File: src/core/adc_seq_defs.vh
// Constants for the queued converter sequencer and result table
// What this block does
// End of queue sets completion flag, interrupts
// Queue 1 trigger aborts and suspends queue 2
// Queue 2 resumes at subqueue start or aborted
// Disabling a queue aborts, converter stays powered
// Mode change aborts, restarts at first entry
// Stop mode bit aborts conversion in progress
// Debug freeze halts after conversion, then continues
// 64 by 10-bit results written at CONVERSION_COMMAND_WORD index
// Unimplemented result bits read zero, ignore writes
// Address alias selects one of three formats
// Signed format inverts top bit, offset binary
// Table writes always taken right-justified
// Done pointers update only on result write
// Pause holds live pointer until new trigger
// Status field codes 0, 8 and 4
// Queue ends on channel 63, base, table end
// Pause sets pause flag, may interrupt
// 64-entry 10-bit CONVERSION_COMMAND_WORD table, software only
// Three aliases index same result storage
// Aborted conversion writes no result
`ifndef ADC_SEQ_DEFS_VH
`define ADC_SEQ_DEFS_VH
`define A_CTRL1 12'h000
`define A_CTRL2 12'h004
`define A_MCR 12'h008
`define A_STAT 12'h00c
`define RG_CTRL 4'h0
`define RG_CCW 4'h1
`define RG_RIGHT 4'h2
`define RG_SIGNED 4'h3
`define RG_LEFT 4'h4
`define F_RIGHT 2'h0
`define F_SIGNED 2'h1
`define F_LEFT 2'h2
`define M_DIS 2'h0
`define M_SW 2'h1
`define M_EXT 2'h2
`define M_CONT 2'h3
`define B_IEC 2
`define B_IEP 3
`define B_GO 4
`define B_RESUME 5
`define B_STOP 0
`define B_FRZ 1
`define CH_EOQ 6'h3f
`define TBL_END 7'h40
`define QS_ACT 2'h2
`define QS_PAU 2'h1
`define QS_SUS 2'h3
`define QS_OFF 2'h0
`endif

File: src/core/result_align.v
// Routes a 10-bit result onto a 16-bit word in one of three alignments
module result_align (
  input wire [9:0] raw,
  input wire [1:0] fmt,
  output reg [15:0] aligned
);
  `include "adc_seq_defs.vh"

  always @* begin
    case (fmt)
      `F_SIGNED: aligned = {~raw[9], raw[8:0], 6'h00};
      `F_LEFT: aligned = {raw, 6'h00};
      default: aligned = {6'h00, raw};
    endcase
  end
endmodule

File: src/core/adc_queue_sequencer.v
// Queue sequencer, command and result tables, APB register slave
module adc_queue_sequencer (
  input wire pclk,
  input wire presetn,
  input wire psel,
  input wire penable,
  input wire pwrite,
  input wire [11:0] paddr,
  input wire [31:0] pwdata,
  output reg [31:0] prdata,
  output wire pready,
  output wire pslverr,
  input wire ext_trig1,
  input wire ext_trig2,
  input wire debug_halt,
  output reg conv_start,
  output reg conv_abort,
  output reg [5:0] conv_channel,
  output reg [1:0] conv_sample_time,
  input wire conv_done,
  input wire [9:0] conv_result,
  output reg converter_power,
  output wire irq_q1,
  output wire irq_q2
);
  `include "adc_seq_defs.vh"

  localparam ST_IDLE = 3'b001;
  localparam ST_CONV = 3'b010;
  localparam ST_HALT = 3'b100;

  reg [9:0] ccw_mem [0:63];
  reg [9:0] res_mem [0:63];

  reg [2:0] state_reg;
  reg [1:0] mode1_reg, mode2_reg;
  reg iec1_reg, iep1_reg, iec2_reg, iep2_reg, resume_reg;
  reg [6:0] base2_reg;
  reg stop_reg, frz_en_reg;
  reg cf1_reg, pf1_reg, cf2_reg, pf2_reg;
  reg q1_act_reg, q1_pau_reg, q2_act_reg, q2_pau_reg;
  reg [6:0] ptr1_reg, ptr2_reg, sub2_reg;
  reg [5:0] done1_reg, done2_reg, conv_ptr_reg;
  reg cur_q2_reg;
  reg ext1_d_reg, ext2_d_reg;

  function end_of_queue;
    input [6:0] p;
    input is_q1;
    input [6:0] base;
    input [5:0] chan;
    begin
      end_of_queue = (p >= `TBL_END) || (is_q1 && p >= base) ||
                     (chan == `CH_EOQ);
    end
  endfunction

  function [1:0] qstate;
    input act;
    input pau;
    input sus;
    begin
      if (!act)
        qstate = `QS_OFF;
      else if (pau)
        qstate = `QS_PAU;
      else if (sus)
        qstate = `QS_SUS;
      else
        qstate = `QS_ACT;
    end
  endfunction

  wire wr = psel & penable & pwrite;
  wire setup = psel & ~penable;
  wire [3:0] region = paddr[11:8];
  wire [5:0] idx = paddr[7:2];
  wire ctrl_hit = (region == `RG_CTRL) && (paddr[7:4] == 4'h0);
  wire mapped = ctrl_hit || (region >= `RG_CCW && region <= `RG_LEFT);
  assign pready = 1'b1;
  assign pslverr = psel & penable & ~mapped;

  wire wr_c1 = wr && paddr == `A_CTRL1;
  wire wr_c2 = wr && paddr == `A_CTRL2;
  wire wr_mcr = wr && paddr == `A_MCR;
  wire wr_st = wr && paddr == `A_STAT;
  wire [1:0] new_mode = pwdata[1:0];
  wire chg1 = wr_c1 && new_mode != mode1_reg;
  wire chg2 = wr_c2 && new_mode != mode2_reg;
  wire go = pwdata[`B_GO] && (new_mode == `M_SW || new_mode == `M_CONT);
  wire trig1 = !stop_reg && ((wr_c1 && go) ||
               (mode1_reg == `M_EXT && ext_trig1 && !ext1_d_reg));
  wire trig2 = !stop_reg && ((wr_c2 && go) ||
               (mode2_reg == `M_EXT && ext_trig2 && !ext2_d_reg));
  wire busy = state_reg == ST_CONV;
  wire abort1 = busy && !cur_q2_reg && chg1;
  wire abort2 = busy && cur_q2_reg && (chg2 || trig1);
  wire abort_any = abort1 || abort2 || (busy && stop_reg);
  wire res_we = busy && conv_done && !abort_any;
  wire frozen = frz_en_reg && debug_halt;

  wire run1 = q1_act_reg && !q1_pau_reg;
  wire run2 = q2_act_reg && !q2_pau_reg && !run1;
  wire [6:0] sel_ptr = run1 ? ptr1_reg : ptr2_reg;
  wire [9:0] sel_ccw = ccw_mem[sel_ptr[5:0]];
  wire sel_end = end_of_queue(sel_ptr, run1, base2_reg, sel_ccw[5:0]);
  wire [9:0] cur_ccw = ccw_mem[conv_ptr_reg];
  // Idle queues show the last converted entry, so done pointers match
  wire [6:0] live_ptr = q1_act_reg ? ptr1_reg :
                        q2_act_reg ? ptr2_reg : {1'b0, conv_ptr_reg};
  wire [3:0] queue_state_field = {qstate(q1_act_reg, q1_pau_reg, 1'b0),
    qstate(q2_act_reg, q2_pau_reg, run1)};

  assign irq_q1 = (cf1_reg & iec1_reg) | (pf1_reg & iep1_reg);
  assign irq_q2 = (cf2_reg & iec2_reg) | (pf2_reg & iep2_reg);

  wire [15:0] aligned;
  reg [1:0] fmt;
  always @* begin
    case (region)
      `RG_SIGNED: fmt = `F_SIGNED;
      `RG_LEFT: fmt = `F_LEFT;
      default: fmt = `F_RIGHT;
    endcase
  end

  result_align u_align (
    .raw(res_mem[idx]),
    .fmt(fmt),
    .aligned(aligned)
  );

  // Tables are plain RAM, left unreset
  always @(posedge pclk) begin
    if (wr && region == `RG_CCW)
      ccw_mem[idx] <= pwdata[9:0];
    if (res_we)
      res_mem[conv_ptr_reg] <= conv_result;
    else if (wr && region >= `RG_RIGHT && region <= `RG_LEFT)
      res_mem[idx] <= pwdata[9:0];
  end

  // Read data is captured in the setup cycle so it comes from a flop
  always @(posedge pclk or negedge presetn) begin
    if (!presetn)
      prdata <= 32'h0000_0000;
    else if (setup) begin
      case (region)
        `RG_CCW: prdata <= {22'h00_0000, ccw_mem[idx]};
        `RG_RIGHT, `RG_SIGNED, `RG_LEFT: prdata <= {16'h0000, aligned};
        `RG_CTRL: begin
          case (paddr)
            `A_CTRL1: prdata <= {26'h0, 1'b0, 1'b0, iep1_reg,
                                 iec1_reg, mode1_reg};
            `A_CTRL2: prdata <= {17'h0, base2_reg, 2'h0, resume_reg,
                                 1'b0, iep2_reg, iec2_reg, mode2_reg};
            `A_MCR: prdata <= {30'h0, frz_en_reg, stop_reg};
            `A_STAT: prdata <= {2'h0, done2_reg, 2'h0, done1_reg,
                                1'b0, live_ptr, queue_state_field,
                                pf2_reg, cf2_reg, pf1_reg, cf1_reg};
            default: prdata <= 32'h0000_0000;
          endcase
        end
        default: prdata <= 32'h0000_0000;
      endcase
    end
  end

  always @(posedge pclk or negedge presetn) begin
    if (!presetn) begin
      state_reg <= ST_IDLE;
      mode1_reg <= `M_DIS;
      mode2_reg <= `M_DIS;
      {iec1_reg, iep1_reg, iec2_reg, iep2_reg, resume_reg} <= 5'h00;
      base2_reg <= `TBL_END;
      stop_reg <= 1'b0;
      frz_en_reg <= 1'b0;
      {cf1_reg, pf1_reg, cf2_reg, pf2_reg} <= 4'h0;
      {q1_act_reg, q1_pau_reg, q2_act_reg, q2_pau_reg} <= 4'h0;
      ptr1_reg <= 7'h00;
      ptr2_reg <= 7'h00;
      sub2_reg <= 7'h00;
      done1_reg <= 6'h00;
      done2_reg <= 6'h00;
      conv_ptr_reg <= 6'h00;
      cur_q2_reg <= 1'b0;
      ext1_d_reg <= 1'b0;
      ext2_d_reg <= 1'b0;
      conv_start <= 1'b0;
      conv_abort <= 1'b0;
      conv_channel <= 6'h00;
      conv_sample_time <= 2'h0;
      converter_power <= 1'b1;
    end else begin
      conv_start <= 1'b0;
      conv_abort <= abort_any;
      ext1_d_reg <= ext_trig1;
      ext2_d_reg <= ext_trig2;
      converter_power <= !stop_reg;

      if (wr_c1) begin
        mode1_reg <= new_mode;
        {iep1_reg, iec1_reg} <= pwdata[`B_IEP:`B_IEC];
      end
      if (wr_c2) begin
        mode2_reg <= new_mode;
        {iep2_reg, iec2_reg} <= pwdata[`B_IEP:`B_IEC];
        resume_reg <= pwdata[`B_RESUME];
        base2_reg <= pwdata[14:8];
      end
      if (wr_mcr) begin
        stop_reg <= pwdata[`B_STOP];
        frz_en_reg <= pwdata[`B_FRZ];
      end
      // Write one to clear; any set further down overrides
      if (wr_st) begin
        cf1_reg <= cf1_reg & ~pwdata[0];
        pf1_reg <= pf1_reg & ~pwdata[1];
        cf2_reg <= cf2_reg & ~pwdata[2];
        pf2_reg <= pf2_reg & ~pwdata[3];
      end

      // Mode change drops the queue back to its first entry; a go bit
      // in the same write is the trigger that starts it again
      if (chg1) begin
        q1_act_reg <= trig1;
        q1_pau_reg <= 1'b0;
        ptr1_reg <= 7'h00;
      end else if (trig1) begin
        q1_act_reg <= 1'b1;
        q1_pau_reg <= 1'b0;
        if (q1_pau_reg)
          ptr1_reg <= ptr1_reg + 7'h01;
        else if (!q1_act_reg)
          ptr1_reg <= 7'h00;
      end

      if (chg2) begin
        q2_act_reg <= trig2;
        q2_pau_reg <= 1'b0;
        ptr2_reg <= wr_c2 ? pwdata[14:8] : base2_reg;
        sub2_reg <= wr_c2 ? pwdata[14:8] : base2_reg;
      end else if (trig2) begin
        q2_act_reg <= 1'b1;
        q2_pau_reg <= 1'b0;
        if (q2_pau_reg) begin
          ptr2_reg <= ptr2_reg + 7'h01;
          sub2_reg <= ptr2_reg + 7'h01;
        end else if (!q2_act_reg) begin
          ptr2_reg <= base2_reg;
          sub2_reg <= base2_reg;
        end
      end else if (trig1 && q2_act_reg && !q2_pau_reg && !resume_reg &&
                   !(res_we && cur_q2_reg))
        ptr2_reg <= sub2_reg;

      case (state_reg)
        ST_IDLE: begin
          if (stop_reg) begin
            state_reg <= ST_IDLE;
          end else if (frozen) begin
            state_reg <= ST_HALT;
          end else if ((run1 && !chg1 && !trig1) ||
                       (run2 && !chg2 && !trig1)) begin
            if (sel_end) begin
              if (run1) begin
                cf1_reg <= 1'b1;
                ptr1_reg <= 7'h00;
                q1_act_reg <= mode1_reg == `M_CONT;
              end else begin
                cf2_reg <= 1'b1;
                ptr2_reg <= base2_reg;
                sub2_reg <= base2_reg;
                q2_act_reg <= mode2_reg == `M_CONT;
              end
            end else begin
              conv_start <= 1'b1;
              conv_channel <= sel_ccw[5:0];
              conv_sample_time <= sel_ccw[7:6];
              conv_ptr_reg <= sel_ptr[5:0];
              cur_q2_reg <= !run1;
              state_reg <= ST_CONV;
            end
          end
        end
        ST_CONV: begin
          if (abort_any) begin
            state_reg <= ST_IDLE;
          end else if (conv_done) begin
            state_reg <= frozen ? ST_HALT : ST_IDLE;
            if (!cur_q2_reg) begin
              done1_reg <= conv_ptr_reg;
              if (cur_ccw[9]) begin
                q1_pau_reg <= 1'b1;
                pf1_reg <= 1'b1;
              end else if (!trig1) begin
                ptr1_reg <= ptr1_reg + 7'h01;
              end
            end else begin
              done2_reg <= conv_ptr_reg;
              if (cur_ccw[9]) begin
                q2_pau_reg <= 1'b1;
                pf2_reg <= 1'b1;
              end else if (!trig2) begin
                ptr2_reg <= ptr2_reg + 7'h01;
              end
            end
          end
        end
        ST_HALT: begin
          if (!frozen || stop_reg)
            state_reg <= ST_IDLE;
        end
        default: state_reg <= ST_IDLE;
      endcase

      // Stop clears both queue mode fields and idles the queues
      if (stop_reg) begin
        mode1_reg <= `M_DIS;
        mode2_reg <= `M_DIS;
        {q1_act_reg, q1_pau_reg, q2_act_reg, q2_pau_reg} <= 4'h0;
        ptr1_reg <= 7'h00;
        ptr2_reg <= base2_reg;
        sub2_reg <= base2_reg;
      end
    end
  end
endmodule

File: config.mk
export PLATFORM = sky130hd
export DESIGN_NAME = adc_queue_sequencer
export DESIGN_NICKNAME = d
export VERILOG_FILES = /design/src/core/result_align.v /design/src/core/adc_queue_sequencer.v
export VERILOG_INCLUDE_DIRS = /design/src /design/src/core
export SDC_FILE = /design/constraint.sdc
export NUM_CORES = 2
export LEC_CHECK = 0
export BUFFER_PORTS_ARGS = -buffer_cell sky130_fd_sc_hd__buf_4
export CAP_MARGIN = 25
export CORE_ASPECT_RATIO = 0.8
export CORE_UTILIZATION = 35
export CTS_CLUSTER_DIAMETER = 150
export CTS_CLUSTER_SIZE = 24
export DETAILED_ROUTE_END_ITERATION = 6
export PLACE_DENSITY_LB_ADDON = 0.12
export SLEW_MARGIN = 0
export SYNTH_ARGS = -nofsm -noshare
export SYNTH_HDL_FRONTEND = slang
export SYNTH_SLANG_ARGS = --single-unit
export TNS_END_PERCENT = 10
File: constraint.sdc
create_clock -name pclk -period 5.67 [get_ports pclk]
set_input_delay 0.2835 -clock pclk [delete_from_list [all_inputs] [get_ports pclk]]
set_output_delay 0.2835 -clock pclk [all_outputs]
set_load 0.05 [all_outputs]
; ---- Yosys cells after proc, flatten, opt, wreduce, memory -nomap -nowiden
; Memories as Yosys holds them, arrays and structs flattened.
; Index checks and enable logic that the tools add are counted.
[op_classes]
n_reduce_logical = 77
n_eq_ne = 25
order_cmp = 5
bitwise = 26
n_addsub = 2
mux = 140
[op_table]
columns = op, n
row1 = 7-bit 2-to-1 mux, 43
row2 = 30-bit one-hot mux with 4 select lines, 1
row3 = 30-bit one-hot mux with 3 select lines, 1
row4 = 1-bit 2-to-1 mux, 72
row5 = 1-bit logical AND, 41
row6 = 16-bit one-hot mux with 2 select lines, 1
row7 = 7-bit one-hot mux with 2 select lines, 2
row8 = 12-bit by 4-bit == test with 1-bit output (second input constant), 2
row9 = 3-bit 2-to-1 mux, 8
row10 = 2-bit 2-to-1 mux, 8
row11 = 7-bit by 1-bit adder with 7-bit output (second input constant), 2
row12 = 1-bit logical NOT, 14
row13 = 1-bit AND, 12
row14 = 12-bit by 3-bit == test with 1-bit output (second input constant), 1
row15 = 2-bit == test (second input constant), 6
row16 = 12-bit logical NOT, 1
row17 = 1-bit NOT, 12
row18 = 4-bit AND reduction, 3
row19 = 1-bit logical OR, 11
row20 = 10-bit 2-to-1 mux, 1
row21 = 10-bit OR reduction, 1
row22 = 3-bit one-hot mux with 3 select lines, 1
row23 = 4-bit by 2-bit == test with 1-bit output (second input constant), 2
row24 = 4-bit logical NOT, 2
row25 = other kinds (22), 27
[totals]
memories = 2
output_inout_bits = 47
in_bits = 63
regBits = 114
word_cells = 311
ramBits = 1280
[mem_list]
columns = name, depth, word_bits, rd, rd_ports_with_merged_regs, wr, line
row1 = ccw_mem, 64, 10, 3, 0, 1, adc_queue_sequencer.v:32  ; reg [9:0] ccw_mem [0:63];
row2 = res_mem, 64, 10, 1, 0, 1, adc_queue_sequencer.v:33  ; reg [9:0] res_mem [0:63];

; ---- Longest topological paths before layout
[logic_depth]
word_depth = 25
depth_mapped = 24
mapped_depth_nobuf = 15

; ---- Hierarchy
; Synthesis repeated with hierarchy kept, for this count alone.
[hier_totals]
cells_unflattened = 3674
hier_area_um2 = 61406.4
[modules_own_cells]
columns = module, area_per_inst_um2, instances, cells_each, seq_area_each_um2
row1 = adc_queue_sequencer, 61189.9, 1, 3642, 41193.3
row2 = result_align, 216.5, 1, 32, 0.0

; ---- Worst setup path after synthesis
; Ideal clock, no wire load.
[synth_path]
path_type = register to register
start = reg q1_act_reg
end = reg conv_sample_time[0]
setup_slack_ns = 1.264
stages_incl_launch_ff = 25
t_arrival_ns = 4.267
period_less_slack_ns = 4.406
required_ns = 5.531
cell_sequence = dfrtp_1 > and3b_1 > buf_6 > a21o_1 > buf_6 > clkinv_4 > buf_12 > buf_4 > buf_4 > buf_2 > clkbuf_1 > clkbuf_1 > ha_1 > nand2b_1 > a21o_1 > a21oi_1 > nor2b_1 > o21ai_0 > a21oi_1 > or4_1 > o21ai_0 > o211ai_2 > buf_2 > nand2_1 > o21ai_0
[synth_via]
elab_chain_cells = 8
[synth_rtl]
columns = element, line
row1 = from (decl), adc_queue_sequencer.v:41  ; reg q1_act_reg, q1_pau_reg, q2_act_reg, q2_pau_reg;
row2 = from (signal assigned), adc_queue_sequencer.v:226  ; q1_act_reg <= trig1;
row3 = from (signal assigned), adc_queue_sequencer.v:269  ; q1_act_reg <= mode1_reg == `M_CONT;
row4 = 1-bit logical AND *, adc_queue_sequencer.v:102  ; wire run1 = q1_act_reg && !q1_pau_reg;
row5 = branches (longest 7 deep; another with memory 64 x 10 bit), n/a
row6 = to (signal assigned), adc_queue_sequencer.v:279  ; conv_sample_time <= sel_ccw[7:6];
row7 = to (decl), adc_queue_sequencer.v:19  ; output reg [1:0] conv_sample_time,
; Every way passes the cells marked *.
; A chain may end at the register's enable or synchronous reset.

; ---- Final worst setup path
[layout_path]
start = reg q1_pau_reg
end = reg conv_channel[0]
[layout_via]
elab_chain_cells = 9
[layout_rtl]
columns = element, line
row1 = from (decl), adc_queue_sequencer.v:41
row2 = from (signal assigned), adc_queue_sequencer.v:179  ; {q1_act_reg, q1_pau_reg, q2_act_reg, q2_pau_reg} <= 4'h0;
row3 = from (signal assigned), adc_queue_sequencer.v:227  ; q1_pau_reg <= 1'b0;
row4 = from (signal assigned), adc_queue_sequencer.v:231  ; q1_pau_reg <= 1'b0;
row5 = 1-bit logical NOT *, adc_queue_sequencer.v:102
row6 = 1-bit logical AND *, adc_queue_sequencer.v:102
row7 = branches (longest 7 deep; another with memory 64 x 10 bit), n/a
row8 = to (signal assigned), adc_queue_sequencer.v:278  ; conv_channel <= sel_ccw[5:0];
row9 = to (decl), adc_queue_sequencer.v:18  ; output reg [5:0] conv_channel,
; Marked as above.

==> tab_implementation.tex <==
\begin{tabular}{lr}
\hline
Metric & Value \\
\hline
\multicolumn{2}{l}{\textbf{Status}} \\
\quad Result of the run & completed \\
\multicolumn{2}{l}{\textbf{Layout}} \\
\quad Post-synthesis to final-layout area growth & 11.0\% \\
\quad Biggest regs & ccw\_mem (640), res\_mem (640), prdata (28) \\
\quad Count of nets after finishing & 4024 \\
\quad Number of inserted filler cells in the final layout & 15956 \\
\quad Register area & 41200 µm² \\
\quad Proportion of layout cells with a drive suffix above 1 & 23.4\% \\
\quad Footprint of the multi-input gates & 19200 µm² \\
\quad Final Core Density & 39.2\% \\
\multicolumn{2}{l}{\textbf{Worst hold path}} \\
\quad Class of the most critical hold timing path & in2async \\
\multicolumn{2}{l}{\textbf{Critical path}} \\
\quad Required time at the worst-slack endpoint & 6280 ps \\
\quad Maximum net fanout on the critical path & 33 \\
\quad Critical path launch point type & register \\
\quad Type of the setup path with the least slack & reg2reg \\
\quad Endpoint arrival time on the critical path & 6010 ps \\
\quad Worst Setup End Kind & register \\
\multicolumn{2}{l}{\textbf{STA}} \\
\quad Final setup violation count & 0 \\
\quad Final worst path period need & 5400 ps \\
\quad Slew at the pin closest to its max-slew limit & 1210 ps \\
\quad Pins Over Slew Limit & 0 \\
\quad Total negative setup slack & 0 ps \\
\quad Relative slew margins & 19.1\% \\
\quad Achievable Freq & 0.185 GHz \\
\quad Final worst clock skew & 44.9 ps \\
\quad Hold\_ws & 63.2 ps \\
\quad RSZ-0062 raised after global routing & no \\
\quad Fraction of the cycle the final worst path needs & 95.2\% \\
\quad Hold Vio Cnt, Final & 0 \\
\multicolumn{2}{l}{\textbf{Floorplanning}} \\
\quad Standard-cell rows & 137 \\
\quad Die footprint & 178000 µm² \\
\quad Width of the chip & 471 µm \\
\quad Initial core utilization & 35.3\% \\
\quad Number of I/O pins & 110 \\
\quad Chip Height & 377 µm \\
\quad Core Box Area & 175000 µm² \\
\multicolumn{2}{l}{\textbf{Routing}} \\
\quad Number of optimization iterations in the first detailed-route pass & 6 \\
\quad Routed vias/inst & 5.83 \\
\quad Number of DRC violations after detailed-routing iteration 0 & 4372 \\
\quad Routed via count & 36606 \\
\quad DRC violation count after routing & 0 \\
\quad Final Routed Wirelength & 203000 µm \\
\quad Average routed wire per standard cell & 32.4 µm \\
\quad Number of nets with antenna violations after detailed routing & 0 \\
\multicolumn{2}{l}{\textbf{Global routing}} \\
\quad Combined global-route utilization of all metal layers & 22.7\% \\
\quad Number of global-route vias before repair & 35580 \\
\quad First-pass GRT wire length & 285000 µm \\
\quad Largest net degree at the start of global routing & 103 \\
\quad Aggregate global routing overflow & 0 \\
\quad Initial antenna violation count & 9 \\
\multicolumn{2}{l}{\textbf{Clock network}} \\
\quad Number of buffers inserted during clock tree synthesis & 67 \\
\quad CTS root buffer & sky130\_fd\_sc\_hd\_\_clkbuf\_16 \\
\quad Post-cts repair resize count & 0 \\
\quad Sink Count & 1390 \\
\quad \# H-tree levels & 3 \\
\quad TritonCTS clock tree & built \\
\quad Skew-Pair Late Insertion Delay & 740 ps \\
\quad Number of buffers on the longest clock path & 3 \\
\quad Clock slew seen by the registers of the worst setup and hold paths & 100 ps \\
\multicolumn{2}{l}{\textbf{Pwr}} \\
\quad Overall power & 0.0186 W \\
\quad Maximum resistive drop on vdd & 0.200 mV \\
\quad Static Leakage & 22.2 nW \\
\quad Pwr per Cell Area & 271 nW/µm² \\
\multicolumn{2}{l}{\textbf{Synthesis}} \\
\quad Share of the synthesized area in the top cell type & 62.3\% \\
\quad Share of synthesized area occupied by flip-flops and latches & 66.8\% \\
\quad Main area contributors after synthesis & sky130\_fd\_sc\_hd\_\_edfxtp\_1 62\%, sky130\_fd\_sc\_hd\_\_mux4\_2 15\%, sky130\_fd\_sc\_hd\_\_dfrtp\_1 4.3\% \\
\quad Count of warnings emitted by yosys & 0 \\
\quad Leading cell types by count after synthesis & 1280 x sky130\_fd\_sc\_hd\_\_edfxtp\_1, 420 x sky130\_fd\_sc\_hd\_\_nand2\_1, 402 x sky130\_fd\_sc\_hd\_\_mux4\_2, 229 x sky130\_fd\_sc\_hd\_\_nor2\_1, 160 x sky130\_fd\_sc\_hd\_\_mux2i\_1 \\
\quad Per-instance average area after synthesis & 16.3 µm² \\
\quad Fraction of synthesis flops using an asynchronous set or reset pin & 7.91\% \\
\quad Post-synthesis instance area & 61700 µm² \\
\quad Count of unique library cells instantiated by Yosys & 88 \\
\quad Dominant cell by count in the synthesized netlist & sky130\_fd\_sc\_hd\_\_edfxtp\_1 \\
\quad Post-synth top area cell & sky130\_fd\_sc\_hd\_\_edfxtp\_1 \\
\quad Number of standard cells after synthesis & 3784 \\
\quad FF+latch count, synth & 1390 \\
\quad Leading register cell type out of synthesis & sky130\_fd\_sc\_hd\_\_edfxtp\_1 \\
\quad Number of synthesized flops with an enable pin & 1280 \\
\multicolumn{2}{l}{\textbf{Placed design}} \\
\quad Final HPWL from detailed placement & 135000 µm \\
\quad Number of port buffers & 87 \\
\quad Weighted congestion reported at the end of routability-driven placement & 0.856 \\
\multicolumn{2}{l}{\textbf{Run}} \\
\quad Maximum capacitance violations & 0 \\
\hline
\end{tabular}
[cells by family after synthesis]
family | after synthesis | synth area share [%]
fa+ha+maj | 11 | 0.223
xor+xnor | 12 | 0.170
other cells | 2 | 0.0122
mux | 613 | 18.2
flops | 1390 | 66.8
compound gates | 532 | 5.75
simple gates | 919 | 6.57
buf+inv | 305 | 2.27
[what timing repair did]
item	in CTS	in global routing
hold buffers	19	0
setup buffers	0	0
hold endpoints to repair	141	0
[routing by layer]
metal,part of all wire [%],routed length [µm],up-vias,track usage (%)
met5,0.0054,11,-,0
met2,46,93100,1365,35.2
li1,-,-,15382,-
met4,2.5,5150,2,5.57
met3,6.7,13700,204,3.50
met1,45,91500,19653,33.4
[worst paths after layout]
check / from / end / slack [ps] / cells after the start
max: q1_pau_reg / conv_channel[0] / 270 / 14
min: presetn / conv_channel[4] / 60 / 2
max reg2reg: q1_pau_reg / conv_channel[0] / 270 / 14
min reg2reg: prdata[5] / prdata[5] / 500 / 1
max in group asynchronous: presetn / prdata[17] / 4190 / 3
min in group pclk: conv_result[5] / res_mem[2][5] / 100 / 3
[stage by stage]
step                cell area (µm²)  worst slack [ps]  instances
floorplan                     61700              1260       3787
global placement              66100               426       6134
detailed placement            66300               270       6153
CTS                           68400               227       6276
global route                  68500              92.2       6278
finish                        68500               275       6280
[power breakdown]
part           leakage, nW  internal (W)  switching [W]
sequential            13.0        0.0112      0.0000527
clock                0.923       0.00228        0.00337
combinational         8.33      0.000532        0.00110
total                 22.2        0.0140        0.00452
[area by class of cell]
| class | instances | share of cell area [%] |
|---|---|---|
| flip-flops and latches | 1390 | 60.2 |
| diodes | 2 | 0.00731 |
| multi-input cells | 2092 | 28.1 |
| well taps | 2293 | 4.19 |
| repair buffers | 362 | 4.49 |
| inverters | 37 | 0.217 |
| clock buffers | 97 | 2.64 |
| clock inverters | 7 | 0.168 |
[layout by cell type, fill, tap and decap left out, types with 8 or more instances in the layout]
cell type,instances
sky130_fd_sc_hd__mux2_2,46
sky130_fd_sc_hd__nand2_2,10
sky130_fd_sc_hd__o22ai_1,56
sky130_fd_sc_hd__mux2i_1,158
sky130_fd_sc_hd__nor2_1,216
sky130_fd_sc_hd__buf_12,18
sky130_fd_sc_hd__a211oi_1,51
sky130_fd_sc_hd__nor3_1,38
sky130_fd_sc_hd__a22o_1,19
sky130_fd_sc_hd__o32ai_1,11
sky130_fd_sc_hd__or3_1,9
sky130_fd_sc_hd__ha_1,11
sky130_fd_sc_hd__a21oi_1,143
sky130_fd_sc_hd__nand2b_1,26
sky130_fd_sc_hd__a311oi_1,25
sky130_fd_sc_hd__nor2b_1,28
sky130_fd_sc_hd__mux4_2,402
sky130_fd_sc_hd__o221ai_1,8
sky130_fd_sc_hd__dfrtp_1,103
sky130_fd_sc_hd__a22oi_1,18
sky130_fd_sc_hd__nand2_1,410
sky130_fd_sc_hd__xnor2_1,8
sky130_fd_sc_hd__buf_4,311
sky130_fd_sc_hd__edfxtp_1,1280
sky130_fd_sc_hd__or4_1,11
sky130_fd_sc_hd__clkbuf_1,29
sky130_fd_sc_hd__nor4_1,13
sky130_fd_sc_hd__and3_1,18
sky130_fd_sc_hd__or2_2,9
sky130_fd_sc_hd__clkbuf_16,68
sky130_fd_sc_hd__o31ai_1,10
sky130_fd_sc_hd__dlygate4sd3_1,19
sky130_fd_sc_hd__a31oi_1,16
sky130_fd_sc_hd__o21ai_0,74
sky130_fd_sc_hd__nand3_1,85
sky130_fd_sc_hd__inv_1,34
sky130_fd_sc_hd__a221oi_1,26
sky130_fd_sc_hd__nor2_2,13
[critical path, cell delays in order (launching register included)]
cell and delay, ps:
sky130_fd_sc_hd__dfrtp_1 440, sky130_fd_sc_hd__buf_4 190, sky130_fd_sc_hd__nand2b_2 400, sky130_fd_sc_hd__a21o_4 450
sky130_fd_sc_hd__clkinv_4 370, sky130_fd_sc_hd__buf_4 450, sky130_fd_sc_hd__buf_4 350, sky130_fd_sc_hd__a21oi_1 100
sky130_fd_sc_hd__a221oi_1 300, sky130_fd_sc_hd__nor4_1 170, sky130_fd_sc_hd__a211oi_1 510, sky130_fd_sc_hd__nand2b_1 440
sky130_fd_sc_hd__o211ai_4 460, sky130_fd_sc_hd__buf_12 220, sky130_fd_sc_hd__mux2_2 340
(Power assumes the default switching activity.)
